`src/common/tat_pkg.sv`:
```
// Package of constants, register map and types for the temperature alert block
package tat_pkg;

  // Register byte offsets on the Wishbone slave
  localparam logic [7:0] ADDR_CONFIG = 8'h00;
  localparam logic [7:0] ADDR_TEMP = 8'h04;
  localparam logic [7:0] ADDR_TLOW = 8'h08;
  localparam logic [7:0] ADDR_THIGH = 8'h0c;
  localparam logic [7:0] ADDR_STATUS = 8'h10;
  localparam logic [7:0] ADDR_IRQ_STAT = 8'h14;
  localparam logic [7:0] ADDR_IRQ_MASK = 8'h18;

  // Config field positions
  localparam int CFG_SHUTDOWN = 0;
  localparam int CFG_POL_HIGH = 1;
  localparam int CFG_INT_MODE = 2;
  localparam int CFG_EXTENDED = 3;
  localparam int CFG_RATE_LSB = 4;
  localparam int CFG_FAULT_LSB = 6;

  // Status and interrupt bit positions
  localparam int ST_ALERT = 0;
  localparam int IRQ_CONV = 0;
  localparam int IRQ_ALERT = 1;

  // Reset values
  localparam logic [7:0] CONFIG_RESET = 8'h20;
  localparam logic [12:0] TLOW_RESET = 13'h04b0;
  localparam logic [12:0] THIGH_RESET = 13'h0500;
  localparam logic [1:0] IRQ_MASK_RESET = 2'h0;

  // Sample widths per resolution mode
  localparam int NORMAL_BITS = 12;
  localparam int EXTENDED_BITS = 13;

  // Conversion periods per rate setting, in microseconds
  localparam int CLK_MHZ = 100;
  localparam int RATE0_US = 4000;
  localparam int RATE1_US = 1000;
  localparam int RATE2_US = 250;
  localparam int RATE3_US = 125;
  localparam int RATE0_CYC = RATE0_US * CLK_MHZ;
  localparam int RATE1_CYC = RATE1_US * CLK_MHZ;
  localparam int RATE2_CYC = RATE2_US * CLK_MHZ;
  localparam int RATE3_CYC = RATE3_US * CLK_MHZ;

  // Decoded configuration
  typedef struct packed {
    logic [1:0] fault_sel;
    logic [1:0] rate;
    logic extended;
    logic int_mode;
    logic pol_high;
    logic shutdown;
  } tat_cfg_t;

  // One converted sample
  typedef struct packed {
    logic valid;
    logic [12:0] value;
  } tat_sample_t;

endpackage

```
`src/hw/tat_conv_timer.sv`:
```
// Conversion pacing timer: strobes a sample at the selected rate
module tat_conv_timer #(
  parameter int RATE0_CYCLES = tat_pkg::RATE0_CYC,
  parameter int RATE1_CYCLES = tat_pkg::RATE1_CYC,
  parameter int RATE2_CYCLES = tat_pkg::RATE2_CYC,
  parameter int RATE3_CYCLES = tat_pkg::RATE3_CYC
) (
  input wire logic clk_sys, // System clock
  input wire logic reset_n, // Synchronous reset, active low
  input wire logic run, // Conversions enabled
  input wire logic [1:0] rate, // Rate selection
  output logic tick // One-cycle conversion done
);

  logic [31:0] count;
  logic [31:0] limit;

  // Period for the selected rate
  always_comb begin
    case (rate)
      2'h0: limit = 32'(RATE0_CYCLES);
      2'h1: limit = 32'(RATE1_CYCLES);
      2'h2: limit = 32'(RATE2_CYCLES);
      default: limit = 32'(RATE3_CYCLES);
    endcase
  end

  // Free counter cleared to zero while stopped
  always_ff @(posedge clk_sys) begin
    if (!reset_n || !run) begin
      count <= 32'h0;
      tick <= 1'b0;
    end else if (count + 32'h1 >= limit) begin
      count <= 32'h0;
      tick <= 1'b1;
    end else begin
      count <= count + 32'h1;
      tick <= 1'b0;
    end
  end

endmodule

```
`src/hw/tat_top.sv`:
```
// Temperature alert and thermostat logic with Wishbone register access
// How it works
// - With low polarity the alert pin is pulled to ground while alert holds and released otherwise.
// - With high polarity the alert pin is driven to the digital supply level while alert holds.
// - Shutdown stops all conversions until it is cleared.
// - In interrupt mode entering shutdown arms the release of a latched alert just like a register read.
// - Normal mode keeps temperature as a 12-bit value with 120 C full scale; the limits keep all 13 bits.
// - Extended mode keeps all three as 13-bit values with 150 C full scale.
// - In comparator mode alert rises after the set number of faults above the upper limit.
// - In comparator mode alert stays until the set number of conversions below the lower limit.
// - In interrupt mode alert does not drop just because the temperature falls below the lower limit.
// - In interrupt mode after a read or shutdown the alert clears once the temperature is below the lower limit.
// - A selectable rate sets the time per conversion, slower saving power.
// - A fault count setting decides how many faults are needed before alert activates.
// - Each conversion above the upper limit counts as one fault.
// - A readable status bit shows the alert state next to the limit registers.
// - Registers are reached by a two-wire serial host, bridged here onto a Wishbone slave.
//
// Added by the designer: the placing of the registers and the Wishbone slave port.
module tat_top #(
  parameter int RATE0_CYCLES = tat_pkg::RATE0_CYC, // Slowest conversion period
  parameter int RATE1_CYCLES = tat_pkg::RATE1_CYC, // Second period
  parameter int RATE2_CYCLES = tat_pkg::RATE2_CYC, // Third period
  parameter int RATE3_CYCLES = tat_pkg::RATE3_CYC // Fastest conversion period
) (
  input wire logic clk_sys, // System clock 100 MHz
  input wire logic reset_n, // Synchronous reset, active low
  input wire logic wb_cyc_i, // Wishbone cycle
  input wire logic wb_stb_i, // Wishbone strobe
  input wire logic wb_we_i, // Wishbone write enable
  input wire logic [7:0] wb_adr_i, // Wishbone byte address
  input wire logic [3:0] wb_sel_i, // Wishbone byte selects
  input wire logic [31:0] wb_dat_i, // Wishbone write data
  output logic [31:0] wb_dat_o, // Wishbone read data
  output logic wb_ack_o, // Wishbone acknowledge
  input wire logic [12:0] adc_value, // Raw sample from converter, other domain
  output logic alert_o, // Alert pin output level
  output logic alert_oe, // Alert pin output enable
  output logic irq // Level interrupt
);

  tat_pkg::tat_cfg_t cfg;
  logic [12:0] temp;
  logic [12:0] tlow;
  logic [12:0] thigh;
  logic alert;
  logic clear_armed;
  logic [2:0] fault_cnt;
  logic [2:0] fault_need;
  logic [1:0] irq_stat;
  logic [1:0] irq_mask;
  logic tick;
  logic shutdown_q;
  logic [12:0] adc_s1;
  logic [12:0] adc_s2;
  logic [12:0] adc_s3;
  logic wb_req;
  logic wb_wr;
  logic wb_rd;
  logic [12:0] sample;
  logic [12:0] next_temp;
  logic above;
  logic below;
  logic pend;
  logic fault_done;
  logic armed_clear;
  logic [1:0] irq_set;
  logic [31:0] rd_data;

  // Bus decode, a request is taken while ack is low
  assign wb_req = wb_cyc_i && wb_stb_i && !wb_ack_o;
  assign wb_wr = wb_req && wb_we_i && wb_sel_i[0];
  assign wb_rd = wb_req && !wb_we_i;

  // Three-stage capture of the converter word
  always_ff @(posedge clk_sys) begin
    if (!reset_n) begin
      adc_s1 <= 13'h0;
      adc_s2 <= 13'h0;
      adc_s3 <= 13'h0;
    end else begin
      adc_s1 <= adc_value;
      adc_s2 <= adc_s1;
      adc_s3 <= adc_s2;
    end
  end

  // Take the word only when the last two stages agree
  assign sample = (adc_s2 == adc_s3) ? adc_s3 : temp;

  // Conversion pacing, halted in shutdown
  tat_conv_timer #(
    .RATE0_CYCLES(RATE0_CYCLES),
    .RATE1_CYCLES(RATE1_CYCLES),
    .RATE2_CYCLES(RATE2_CYCLES),
    .RATE3_CYCLES(RATE3_CYCLES)
  ) tat_conv_timer_i (
    .clk_sys(clk_sys),
    .reset_n(reset_n),
    .run(!cfg.shutdown),
    .rate(cfg.rate),
    .tick(tick)
  );

  // Resolution: normal drops the lowest bit
  always_comb begin
    if (cfg.extended) begin
      next_temp = sample;
    end else begin
      next_temp = {sample[12:1], 1'b0};
    end
  end

  // Limit comparisons on the new sample, before it is stored
  assign above = $signed(next_temp) > $signed(thigh);
  assign below = $signed(next_temp) < $signed(tlow);
  assign pend = alert ? below : above;

  // Filter completion and armed release of a latched alert
  assign fault_done = tick && pend && (fault_cnt + 3'h1 >= fault_need);
  assign armed_clear = tick && alert && cfg.int_mode && clear_armed && below;

  // Fault count needed: 1, 2, 4 or 6
  always_comb begin
    case (cfg.fault_sel)
      2'h0: fault_need = 3'h1;
      2'h1: fault_need = 3'h2;
      2'h2: fault_need = 3'h4;
      default: fault_need = 3'h6;
    endcase
  end

  // Configuration register
  always_ff @(posedge clk_sys) begin
    if (!reset_n) begin
      cfg <= tat_pkg::tat_cfg_t'(tat_pkg::CONFIG_RESET);
    end else if (wb_wr && wb_adr_i == tat_pkg::ADDR_CONFIG) begin
      cfg <= tat_pkg::tat_cfg_t'(wb_dat_i[7:0]);
    end
  end

  // Lower limit, rewritten by the host after a mode switch
  always_ff @(posedge clk_sys) begin
    if (!reset_n) begin
      tlow <= tat_pkg::TLOW_RESET;
    end else if (wb_req && wb_we_i && wb_adr_i == tat_pkg::ADDR_TLOW) begin
      if (wb_sel_i[0]) tlow[7:0] <= wb_dat_i[7:0];
      if (wb_sel_i[1]) tlow[12:8] <= wb_dat_i[12:8];
    end
  end

  // Upper limit, same byte lanes
  always_ff @(posedge clk_sys) begin
    if (!reset_n) begin
      thigh <= tat_pkg::THIGH_RESET;
    end else if (wb_req && wb_we_i && wb_adr_i == tat_pkg::ADDR_THIGH) begin
      if (wb_sel_i[0]) thigh[7:0] <= wb_dat_i[7:0];
      if (wb_sel_i[1]) thigh[12:8] <= wb_dat_i[12:8];
    end
  end

  // Temperature register, once per conversion
  always_ff @(posedge clk_sys) begin
    if (!reset_n) begin
      temp <= 13'h0;
    end else if (tick) begin
      temp <= next_temp;
    end
  end

  // Fault counter, restarts on a miss, a full filter or a released alert
  always_ff @(posedge clk_sys) begin
    if (!reset_n) begin
      fault_cnt <= 3'h0;
    end else if (tick) begin
      if (!pend || armed_clear) begin
        fault_cnt <= 3'h0;
      end else if (fault_done) begin
        fault_cnt <= 3'h0;
      end else begin
        fault_cnt <= fault_cnt + 3'h1;
      end
    end
  end

  // Shutdown edge detector
  always_ff @(posedge clk_sys) begin
    if (!reset_n) begin
      shutdown_q <= 1'b0;
    end else begin
      shutdown_q <= cfg.shutdown;
    end
  end

  // Interrupt-mode clear arming by read or shutdown entry
  always_ff @(posedge clk_sys) begin
    if (!reset_n) begin
      clear_armed <= 1'b0;
    end else if (!cfg.int_mode || !alert) begin
      clear_armed <= 1'b0;
    end else if (wb_rd || (cfg.shutdown && !shutdown_q)) begin
      clear_armed <= 1'b1;
    end
  end

  // Alert state per thermostat mode
  always_ff @(posedge clk_sys) begin
    if (!reset_n) begin
      alert <= 1'b0;
    end else if (armed_clear) begin
      alert <= 1'b0;
    end else if (fault_done) begin
      if (!alert) begin
        alert <= 1'b1;
      end else if (!cfg.int_mode) begin
        alert <= 1'b0;
      end else begin
        alert <= 1'b1;
      end
    end
  end

  // Alert pin drive by polarity
  always_ff @(posedge clk_sys) begin
    if (!reset_n) begin
      alert_o <= 1'b0;
      alert_oe <= 1'b0;
    end else if (cfg.pol_high) begin
      alert_o <= alert;
      alert_oe <= 1'b1;
    end else begin
      alert_o <= 1'b0;
      alert_oe <= alert;
    end
  end

  // Events that set the sticky bits
  assign irq_set[tat_pkg::IRQ_CONV] = tick;
  assign irq_set[tat_pkg::IRQ_ALERT] = fault_done && !alert;

  // Sticky interrupt status, set wins over write-one clear
  for (genvar i = 0; i < 2; i++) begin : g_irq_stat
    always_ff @(posedge clk_sys) begin
      if (!reset_n) begin
        irq_stat[i] <= 1'b0;
      end else if (irq_set[i]) begin
        irq_stat[i] <= 1'b1;
      end else if (wb_wr && wb_adr_i == tat_pkg::ADDR_IRQ_STAT && wb_dat_i[i]) begin
        irq_stat[i] <= 1'b0;
      end
    end
  end

  // Interrupt mask
  always_ff @(posedge clk_sys) begin
    if (!reset_n) begin
      irq_mask <= tat_pkg::IRQ_MASK_RESET;
    end else if (wb_wr && wb_adr_i == tat_pkg::ADDR_IRQ_MASK) begin
      irq_mask <= wb_dat_i[1:0];
    end
  end

  // Level interrupt while an unmasked bit is set
  always_ff @(posedge clk_sys) begin
    if (!reset_n) begin
      irq <= 1'b0;
    end else begin
      irq <= |(irq_stat & irq_mask);
    end
  end

  // Read mux, unmapped addresses read zero
  always_comb begin
    case (wb_adr_i)
      tat_pkg::ADDR_CONFIG: rd_data = {24'h0, 8'(cfg)};
      tat_pkg::ADDR_TEMP: rd_data = {{19{temp[12]}}, temp};
      tat_pkg::ADDR_TLOW: rd_data = {{19{tlow[12]}}, tlow};
      tat_pkg::ADDR_THIGH: rd_data = {{19{thigh[12]}}, thigh};
      tat_pkg::ADDR_STATUS: rd_data = {31'h0, alert};
      tat_pkg::ADDR_IRQ_STAT: rd_data = {30'h0, irq_stat};
      tat_pkg::ADDR_IRQ_MASK: rd_data = {30'h0, irq_mask};
      default: rd_data = 32'h0;
    endcase
  end

  // Wishbone acknowledge, one cycle after request
  always_ff @(posedge clk_sys) begin
    if (!reset_n) begin
      wb_ack_o <= 1'b0;
    end else begin
      wb_ack_o <= wb_req;
    end
  end

  // Read data, valid with ack only
  always_ff @(posedge clk_sys) begin
    if (!reset_n) begin
      wb_dat_o <= 32'h0;
    end else begin
      wb_dat_o <= wb_rd ? rd_data : 32'h0;
    end
  end

endmodule

```
`config.mk`:
```
export PLATFORM = sky130hd
export DESIGN_NAME = tat_top
export DESIGN_NICKNAME = d
export VERILOG_FILES = /design/src/common/tat_pkg.sv /design/src/hw/tat_conv_timer.sv /design/src/hw/tat_top.sv
export SDC_FILE = /design/constraint.sdc
export NUM_CORES = 1
export LEC_CHECK = 0
export BUFFER_PORTS_ARGS = -buffer_cell sky130_fd_sc_hd__buf_4
export CAP_MARGIN = 10
export CELL_PAD_IN_SITES_DETAIL_PLACEMENT = 1
export CELL_PAD_IN_SITES_GLOBAL_PLACEMENT = 1
export CORE_AREA = 2 2 132 134
export CTS_CLUSTER_DIAMETER = 40
export DETAILED_ROUTE_END_ITERATION = 8
export DIE_AREA = 0 0 134 136
export PLACE_DENSITY = 0.8
export SLEW_MARGIN = 5
export SYNTH_ARGS = -nofsm -noshare
export SYNTH_HDL_FRONTEND = slang
export SYNTH_SLANG_ARGS = --single-unit
```
`constraint.sdc`:
```
create_clock -name clk_sys -period 5.3 [get_ports clk_sys]
set_input_delay 0.265 -clock clk_sys [delete_from_list [all_inputs] [get_ports clk_sys]]
set_output_delay 0.265 -clock clk_sys [all_outputs]
set_load 0.03 [all_outputs]
```
### Word-level counts from Yosys, hierarchy flattened

Cells that the tools add are included.
Widths: inputs -> output; s select.

* bits in writable memories: 0
* memories: 0
* bits in read-only memories: 0
* bits in registers: 165
* output and inout bits: 36
* input bits: 62
* latch bits: 0

* mux-type cells: 16
* shift-type cells: 0
* $mul: 0
* reduce and logical (&&, ||, !) cells: 46
* bitwise operators: 2
* $lt $le $gt $ge: 4
* divide/modulo/power cells: 0
* eq/ne operators: 11
* $add $sub $neg: 2

Operators by type and width (count)
* $pmux 32 s7: 1
* $pmux 19 s3: 1
* $add 32x1->32 const B: 1
* $ge 32x19->1: 1
* $eq 8x5->1 const B: 3
* $logic_and 1x1->1: 20
* $eq 8x4->1 const B: 2
* $eq 13x13->1: 1
* $gt 13x13->1: 1
* $lt 13x13->1: 1
* $mux 13: 1
* $reduce_and 2->1: 6
* $mux 1: 10
* $pmux 3 s3: 1
* $eq 8x3->1 const B: 1
* $logic_not 8->1: 1
* $reduce_or 2->1: 4
* $logic_not 1->1: 7
* $mux 3: 2
* $eq 2x1->1 const B: 2
* $eq 2x2->1 const B: 2
* $logic_not 2->1: 2
* $logic_or 1x1->1: 4
* $reduce_bool 2->1: 2
* other kinds (4): 4

### Logic depth before layout (Yosys ltp)

Gate-level depths: netlist (run 1).

* word-level depth: 9
* mapped depth: 14
* gate-level depth less buffers: 14

### Hierarchy

Synthesis (run 1) repeated with hierarchy kept, for this count alone.

* cells, all modules: 790
* area, all modules: 7454.6 um^2

Modules (own cells, without submodules)
* tat_top: area each 5362.6 um^2, cells an instance 579, instances 1
* tat_conv_timer: area each 2092.0 um^2, cells an instance 211, instances 1

### Least setup slack after synthesis (run 1)

No wires, ideal clock.

* kind: reg-to-reg
* from: register adc_s2[4]
* to: register fault_cnt[0]
* stages on the path, launching flop included: 15
* slack: 1.446 ns
* setup time: 0.121 ns
* required time: 5.179 ns
* path buffers: 1
* data arrival time: 3.733 ns
* cells stage by stage: dfxtp_1 > xor2_1 > nor4_4 > and4_2 > clkbuf_1 > mux2_2 > ha_1 > a21o_1 > a21oi_1 > o21ai_0 > a21o_2 > or4_4 > a21o_1 > and3_1 > mux2_2

RTL lines
* start: declaration: RTL line tat_top.sv:55 `logic [12:0] adc_s2;`
* start signal: assignment: RTL line tat_top.sv:83 `adc_s2 <= adc_s1;`
* $eq 13x13->1 *: RTL line tat_top.sv:89 `assign sample = (adc_s2 == adc_s3) ? adc_s3 : temp;`
* $mux 13 *: RTL line tat_top.sv:89
* net next_temp[6]: RTL line tat_top.sv:61 `logic [12:0] next_temp;`
* $gt 13x13->1 / $lt 13x13->1 (equally long branches): RTL line tat_top.sv:115, tat_top.sv:116
* $mux 1: RTL line tat_top.sv:117 `assign pend = alert ? below : above;`
* $logic_and 1x1->1 (2 in series): RTL line tat_top.sv:120 `assign fault_done = tick && pend && (fault_cnt + 3'h1 >= fault_need);`
* $mux 3: RTL line tat_top.sv:178 `end else if (fault_done) begin`
* $mux 3 *: RTL line tat_top.sv:176 `if (!pend || armed_clear) begin`
* end signal: assignment: RTL line tat_top.sv:181 `fault_cnt <= fault_cnt + 3'h1;`
* end: declaration: RTL line tat_top.sv:48 `logic [2:0] fault_cnt;`

Mark *: on every way through the listed nets, which the timed path passes. The rest lies on a longest branch.
A chain may end at the register's enable or synchronous reset.

### Final worst setup path (run 1)

* from: register adc_s3[4]
* to: register fault_cnt[0]

RTL lines
* start: declaration: RTL line tat_top.sv:56 `logic [12:0] adc_s3;`
* start signal: assignment: RTL line tat_top.sv:84 `adc_s3 <= adc_s2;`
* $eq 13x13->1 *: RTL line tat_top.sv:89
* $mux 13 *: RTL line tat_top.sv:89
* net next_temp[2]: RTL line tat_top.sv:61
* $gt 13x13->1 / $lt 13x13->1 (equally long branches): RTL line tat_top.sv:115, tat_top.sv:116
* $mux 1: RTL line tat_top.sv:117
* $logic_and 1x1->1 (2 in series): RTL line tat_top.sv:120
* $mux 3: RTL line tat_top.sv:178
* $mux 3 *: RTL line tat_top.sv:176

Marks and branches as above.

==> results of run 1 <==
synthesized netlist by cell type, types with 7 or more instances:
master	count
o21ai_0	11
mux2_2	15
nand3_1	22
nor2b_1	36
a22oi_1	9
or2_2	15
xor2_1	14
clkbuf_1	25
nor2_1	35
nand2_1	43
xnor2_1	21
nor4b_2	15
o211ai_1	7
and4_1	7
dfxtp_1	146
nand4_1	11
ha_1	51
o211a_1	13
inv_1	40
mux2i_1	45
a21oi_1	16
and2_1	48
buf_4	20
area by class of cell:
class	instances	area, sq um	area share
multi-input combinational	535	4080	0.474
timing repair buffer	78	589	0.0685
tap	225	282	0.0327
clock buffer	18	429	0.0499
sequential	146	2920	0.340
inverter	40	150	0.0175
clock inverter	13	151	0.0176
flip-flops by register name (all words and copies together), names as in the netlist, 3 cells and up:
register,count
temp,13
thigh,13
cfg,8
adc_s3,13
wb_dat_o,13
tat_conv_timer_i.count,32
adc_s2,13
tlow,13
fault_cnt,3
adc_s1,13
routing by layer:
layer / wire length, um / share of wire
met5: 0 / 0
met4: 608 / 0.032
met3: 690 / 0.037
met2: 9580 / 0.51
met1: 7900 / 0.42
worst max path at each step:
stage	slack, ns	cells after the start	from	end
3_3_place_gp	1.31	13	adc_s3[4]$_SDFF_PN0_	fault_cnt[0]$_SDFFE_PN0P_
6_report	1.22	13	adc_s3[4]$_SDFF_PN0_	fault_cnt[0]$_SDFFE_PN0P_
5_1_grt	1.02	13	adc_s3[4]$_SDFF_PN0_	fault_cnt[0]$_SDFFE_PN0P_
3_5_place_dp	1.23	13	adc_s3[4]$_SDFF_PN0_	fault_cnt[0]$_SDFFE_PN0P_
4_1_cts	1.21	13	adc_s3[4]$_SDFF_PN0_	fault_cnt[0]$_SDFFE_PN0P_
2_1_floorplan	1.45	14	adc_s2[4]$_SDFF_PN0_	fault_cnt[0]$_SDFFE_PN0P_
power by group:
part           internal, mW  switching, mW
registers              1.12         0.0224
logic                0.0904         0.0964
clock network         0.698          0.499
kinds of logic (layout without fill, tap and decap cells):
logic type / after synthesis / after routing
buf+inv: 91 / 149
mux: 60 / 60
flops: 146 / 146
fa+ha+maj: 51 / 51
other cells: 1 / 13
compound gates: 105 / 105
xor+xnor: 35 / 35
simple gates: 271 / 271
stage by stage:
step	instances	power, mW
global placement	1023	1.34
floorplan	772	1.29
global route	1055	2.62
finish	1055	2.53
detailed placement	1023	1.36
CTS	1054	2.55
critical path: cells and delay by family, from the launching register on:
family	cells	cell delay [ns]
simple gates	5	1.58
flops	1	0.35
xor+xnor	1	0.17
compound gates	4	0.87
mux	2	0.68
fa+ha+maj	1	0.31
==> reports/metrics.cfg, run 1 <==
[worst_setup_path]
crit_top_cell = mux2_2
cp.arrival_ns = 4.39
cp-start-kind = flip-flop
cp_slowest_cell = and4_2
path_cells = xor2_1 -> nor4_4 -> and4_2 -> mux2_2 -> ha_1 -> a21oi_1 -> o21a_1 -> nand2_1 -> o31a_1 -> or4_4 -> a21o_1 -> and3_1 -> mux2_2
reg2reg_slack_ns = 1.22
worst_ep_required_time_ns = 5.61
path_max_fanout = 12
setup.worst_path.end_class = flip-flop
setup.worst_path.class = reg2reg
reg2reg_from = adc_s3[4]$_SDFF_PN0_
rr_worst_depth = 13
max_stage_delay_ns = 0.50
regToRegEndpoint = fault_cnt[0]$_SDFFE_PN0P_

[global_routing]
grt_busiest_layer = met2
grt_util_all_layers = 0.212
grt_max_degree = 103
grt_pass1_vias = 6011
use_met3 = 0.0459
antenna_found_initial = 0
grt.met1_usage = 0.238
globalRouteMet2Util = 0.385
grt_overflow_total = 0
grt_pass1_wl_um = 30100

[routing]
firstDrtPassIters = 5
dr_total_vias = 5666
via_per_inst = 5.37
drc = 0
drtIter0Drc = 197
drt-total-wl_um = 18800
detail-route-antenna-nets = 0
wire_per_inst_um = 17.8

[clocking]
postCtsSetupBuffers = 0
ctsHtreeMaxLevel = 4
hold_buffers = 0
clock_latency_ns = 0.43
clockBufferDepth = 2
path_clk_slew_ns = 0.06
clockRootBuffer = clkbuf_16
ctsResizeCount = 0
tritoncts = built
cts_buffers = 17
cts_sinks = 146

[timing]
timing.hold.ws_ns = 0.0417
hold_viol = 0
slew_headroom = 0.219
fin_crit_sh = 0.769
max_freq_ghz = 0.245
setup_ws_ns = 1.22
tightest_slew_ns = 1.17
setup-violations-final = 0
finalClockSkew_ns = 0.00646
tns_ns = 0
finalCriticalPeriod_ns = 4.08
finalMaxSlewViolations = 0
rsz0062_at_grt = false

[floorplan]
ios = 98
fp.dieW_um = 134
fp.dieArea_sq_mm = 0.0182
start_util = 0.438
coreArea_sq_mm = 0.0169
row_count = 48
fp.dieH_um = 136

[logic_synthesis]
synth_area_sq_mm = 0.00739
async_flop_share = 0
synth_top_area_frac = 0.396
muxShareOfSynthArea = 0.0838
synth-simple-area-share = 0.228
seq_area_frac_synth = 0.396
synth_seq_cells = 146
yosys_warnings = 0
ys_top_cells_by_area = dfxtp_1 40%, ha_1 8.6%, mux2i_1 6.1%
avgSynthCellArea_sq_um = 9.72
synth_edf_count = 0
ys_types = 64
synth_cells = 760
yosys.area_share.adder = 0.0864
synth_compound_area_frac = 0.105
synth_top_family_by_area = simple AND/OR/NAND/NOR gates
yosys_most_used_dff = dfxtp_1
synth_xor_area_frac = 0.0415
yosys.area.top_type = dfxtp_1

[place]
place.port_buffers = 76
dp_hpwl_um = 13600
placed_cell_area_sq_mm = 0.00801
pre_cts_slack_ns = 1.23
gp_congestion = 0.869

[pwr]
ir_drop_uv = 222
power.leakage_nw = 3.70
powerDensity_mw_per_mm2 = 294

[run]
drv_cap = 0

[final_layout]
layout_common_cells = 146 x dfxtp_1, 77 x buf_4, 51 x ha_1
fin_util = 0.510
area_growth_pct = 16.5
fill_cells = 1893
num-nets-final = 931
drive_gt1_frac = 0.200
final_common_cell = dfxtp_1
antennaDiodeCount = 0
design_area_sq_mm = 0.00860

[run_status]
status = complete, no violations

[min_path]
whs_endpoint = adc_s1[10]$_SDFF_PN0_
hold_path_depth = 2
hold_class = in2reg
worstHoldStart = adc_value[10]

Power figures use the tool's default switching activity.
==> inputs of run 2 (changes only) <==
==> constraint.sdc (replaced) <==
create_clock -name clk_sys -period 3.9 [get_ports clk_sys]
set_input_delay 0.195 -clock clk_sys [delete_from_list [all_inputs] [get_ports clk_sys]]
set_output_delay 0.195 -clock clk_sys [all_outputs]
set_load 0.03 [all_outputs]
==> run 2 against run 1 <==
Critical path depth rose by 1; global-route usage rose by 1.5 points; critical endpoint unchanged; die area did not move; worst setup slack got worse by 1.2 ns; power rose by 39%; sequential power rose by 36%; highest routed layer unchanged; flip-flop and latch count did not move.
==> reports/metrics.cfg, run 2 (same netlist as run 1, synthesis figures left out) <==
[routing]
drtIter0Drc = 280  ; was 197
wl_met3_um = 942  ; was 690 um
via_per_inst = 5.39  ; was 5.37
wire_per_inst_um = 18.9  ; was 17.8 um
drt-total-wl_um = 20600  ; was 18800 um
wl_met2_um = 10700  ; was 9580 um
top_layer = met4  ; unchanged
firstDrtPassIters = 5  ; unchanged
dr_total_vias = 5869  ; was 5666
met1Wirelength_um = 8360  ; was 7900 um
detail-route-antenna-nets = 0  ; unchanged
drc = 0  ; unchanged

[floorplan]
fp.dieArea_sq_mm = 0.0182  ; unchanged
coreArea_sq_mm = 0.0169  ; unchanged
row_count = 48  ; unchanged
fp.dieW_um = 134  ; unchanged
ios = 98  ; unchanged
fp.dieH_um = 136  ; unchanged
start_util = 0.438  ; unchanged

[global_routing]
antenna_found_initial = 0  ; unchanged
grt_pass1_wl_um = 32300  ; was 30100 um
grt_max_degree = 102  ; was 103
grt_overflow_total = 0  ; unchanged
grt_util_all_layers = 0.227  ; was 0.212
grt_pass1_vias = 6373  ; was 6011

[final_layout]
layout_common_cells = 143 x dfxtp_1, 92 x buf_4, 48 x and2_1  ; was 146 x dfxtp_1, 77 x buf_4, 51 x ha_1
top_register = tat_conv_timer_i.count  ; unchanged
final_common_cell = dfxtp_1  ; unchanged
seqCellArea_sq_mm = 0.00293  ; was 0.00292 sq mm
drive_gt1_frac = 0.232  ; was 0.200
instances_no_fill = 1088  ; was 1055
design_area_sq_mm = 0.00906  ; was 0.00860 sq mm
num-nets-final = 963  ; was 931
fill_cells = 1908  ; was 1893
largest_register_ffs = 32  ; unchanged
area_growth_pct = 22.7  ; was 16.5%
multiInputGateArea_sq_mm = 0.00422  ; was 0.00408 sq mm
antennaDiodeCount = 0  ; unchanged

[timing]
rsz0062_at_grt = true  ; was false
max_freq_ghz = 0.261  ; was 0.245 GHz
finalMaxSlewViolations = 0  ; unchanged
finalClockSkew_ns = 0.00783  ; was 0.00646 ns
tightest_slew_ns = 1.15  ; was 1.17 ns
slew_headroom = 0.231  ; was 0.219
fin_crit_sh = 0.984  ; was 0.769
hold_viol = 0  ; unchanged
timing.hold.ws_ns = 0.0206  ; was 0.0417 ns
setup-violations-final = 0  ; unchanged
finalCriticalPeriod_ns = 3.84  ; was 4.08 ns

[place]
dp.cells = 1033  ; was 1023
gp_congestion = 0.889  ; was 0.869
placed_cell_area_sq_mm = 0.00810  ; was 0.00801 sq mm
dp_hpwl_um = 14000  ; was 13600 um
place.port_buffers = 76  ; unchanged

[worst_setup_path]
cp-start-kind = flip-flop  ; unchanged
crit_cells = 14  ; was 13
rr_worst_depth = 14  ; was 13
worst_ep_required_time_ns = 4.23  ; was 5.61 ns
cpLargestDelayFamily = simple AND/OR/NAND/NOR gates  ; unchanged
path_max_fanout = 6  ; was 12
setup.worst_path.class = reg2reg  ; unchanged
cp.arrival_ns = 4.17  ; was 4.39 ns
path_buf_inv = 2  ; was 0
path_cells = xor2_2 -> nor4_4 -> and4_4 -> buf_12 -> buf_4 -> mux2_4 -> ha_2 -> nand2_1 -> o21ai_1 -> a21o_2 -> or4_4 -> a21o_1 -> and3_4 -> mux2_2  ; was xor2_1 -> nor4_4 -> and4_2 -> mux2_2 -> ha_1 -> a21oi_1 -> o21a_1 -> nand2_1 -> o31a_1 -> or4_4 -> a21o_1 -> and3_1 -> mux2_2
cp_slowest_cell = or4_4  ; was and4_2
max_stage_delay_ns = 0.52  ; was 0.50 ns
setup.worst_path.end_class = flip-flop  ; unchanged

[clocking]
clockRootBuffer = clkbuf_16  ; unchanged
tritoncts = built  ; unchanged
cts_buffers = 17  ; unchanged
clockBufferDepth = 2  ; unchanged
cts_sinks = 146  ; unchanged
path_clk_slew_ns = 0.07  ; was 0.06 ns
clock_latency_ns = 0.44  ; was 0.43 ns
ctsHtreeMaxLevel = 4  ; unchanged

[min_path]
hold_path_depth = 3  ; was 2
hold_class = in2reg  ; unchanged

[pwr]
ir_drop_uv = 320  ; was 222 uV
power.leakage_nw = 3.89  ; was 3.70 nW
powerDensity_mw_per_mm2 = 389  ; was 294 mW/mm^2

[run_status]
status = complete, no violations  ; unchanged

[run]
drv_cap = 0  ; unchanged

## run 2: final timing paths
check | slack (ns) | end | startpoint
worst max-delay path | 0.06 | fault_cnt[0]$_SDFFE_PN0P_ | adc_s2[4]$_SDFF_PN0_
worst min-delay path | 0.02 | thigh[11]$_SDFFE_PN0P_ | wb_dat_i[11]
worst max register to register | 0.06 | fault_cnt[0]$_SDFFE_PN0P_ | adc_s2[4]$_SDFF_PN0_
worst min register to register | 0.44 | adc_s2[6]$_SDFF_PN0_ | adc_s1[6]$_SDFF_PN0_
## run 2: timing repair
item / CTS / global route
setup buffers: 2 / 4
gates cloned: 0 / 1
hold buffers: 16 / 0
hold endpoints to repair: 17 / 0
setup endpoints to repair: 2 / 3
pin swaps: 4 / 10
resized for setup: 4 / 25
## run 2: report_power, final
group	total (mW)	switching, mW	leakage (nW)	internal [mW]
combinational	0.315	0.154	2.41	0.161
sequential	1.56	0.0328	1.19	1.53
clock	1.65	0.735	0.288	0.913
## run 2: worst min-delay path, stage by stage
cell and delay, ns:
buf_4 0.08, mux2i_1 0.05, nor2b_1 0.09
## run 2: cell type report
cell class	count	area share
flip-flops and latches	146	0.323
multi-input cells	535	0.465
repair buffers	110	0.0989
clock inverters	14	0.0180
clock buffers	18	0.0474
inverters	40	0.0166
well taps	225	0.0311
## run 2: metrics by stage
| step | total power, mW | setup WS [ns] | setup TNS (ns) | util |
|---|---|---|---|---|
| 2_1_floorplan | 1.75 | 0.0462 | 0 | - |
| 3_3_place_gp | 1.83 | 0.0857 | 0 | 0.480 |
| 3_5_place_dp | 1.85 | -0.0338 | -0.0338 | 0.480 |
| 4_1_cts | 3.51 | 0.0179 | 0 | 0.526 |
| 5_1_grt | 3.64 | -0.0552 | -0.103 | 0.537 |
| 6_report | 3.52 | 0.0621 | 0 | 0.537 |
## run 2: routing by layer
| metal | vias to the layer above | GRT usage |
|---|---|---|
| met5 | - | 0 |
| met4 | 0 | 0.0952 |
| met3 | 41 | 0.0388 |
| met2 | 160 | 0.423 |
| met1 | 2862 | 0.255 |
| li1 | 2806 | - |
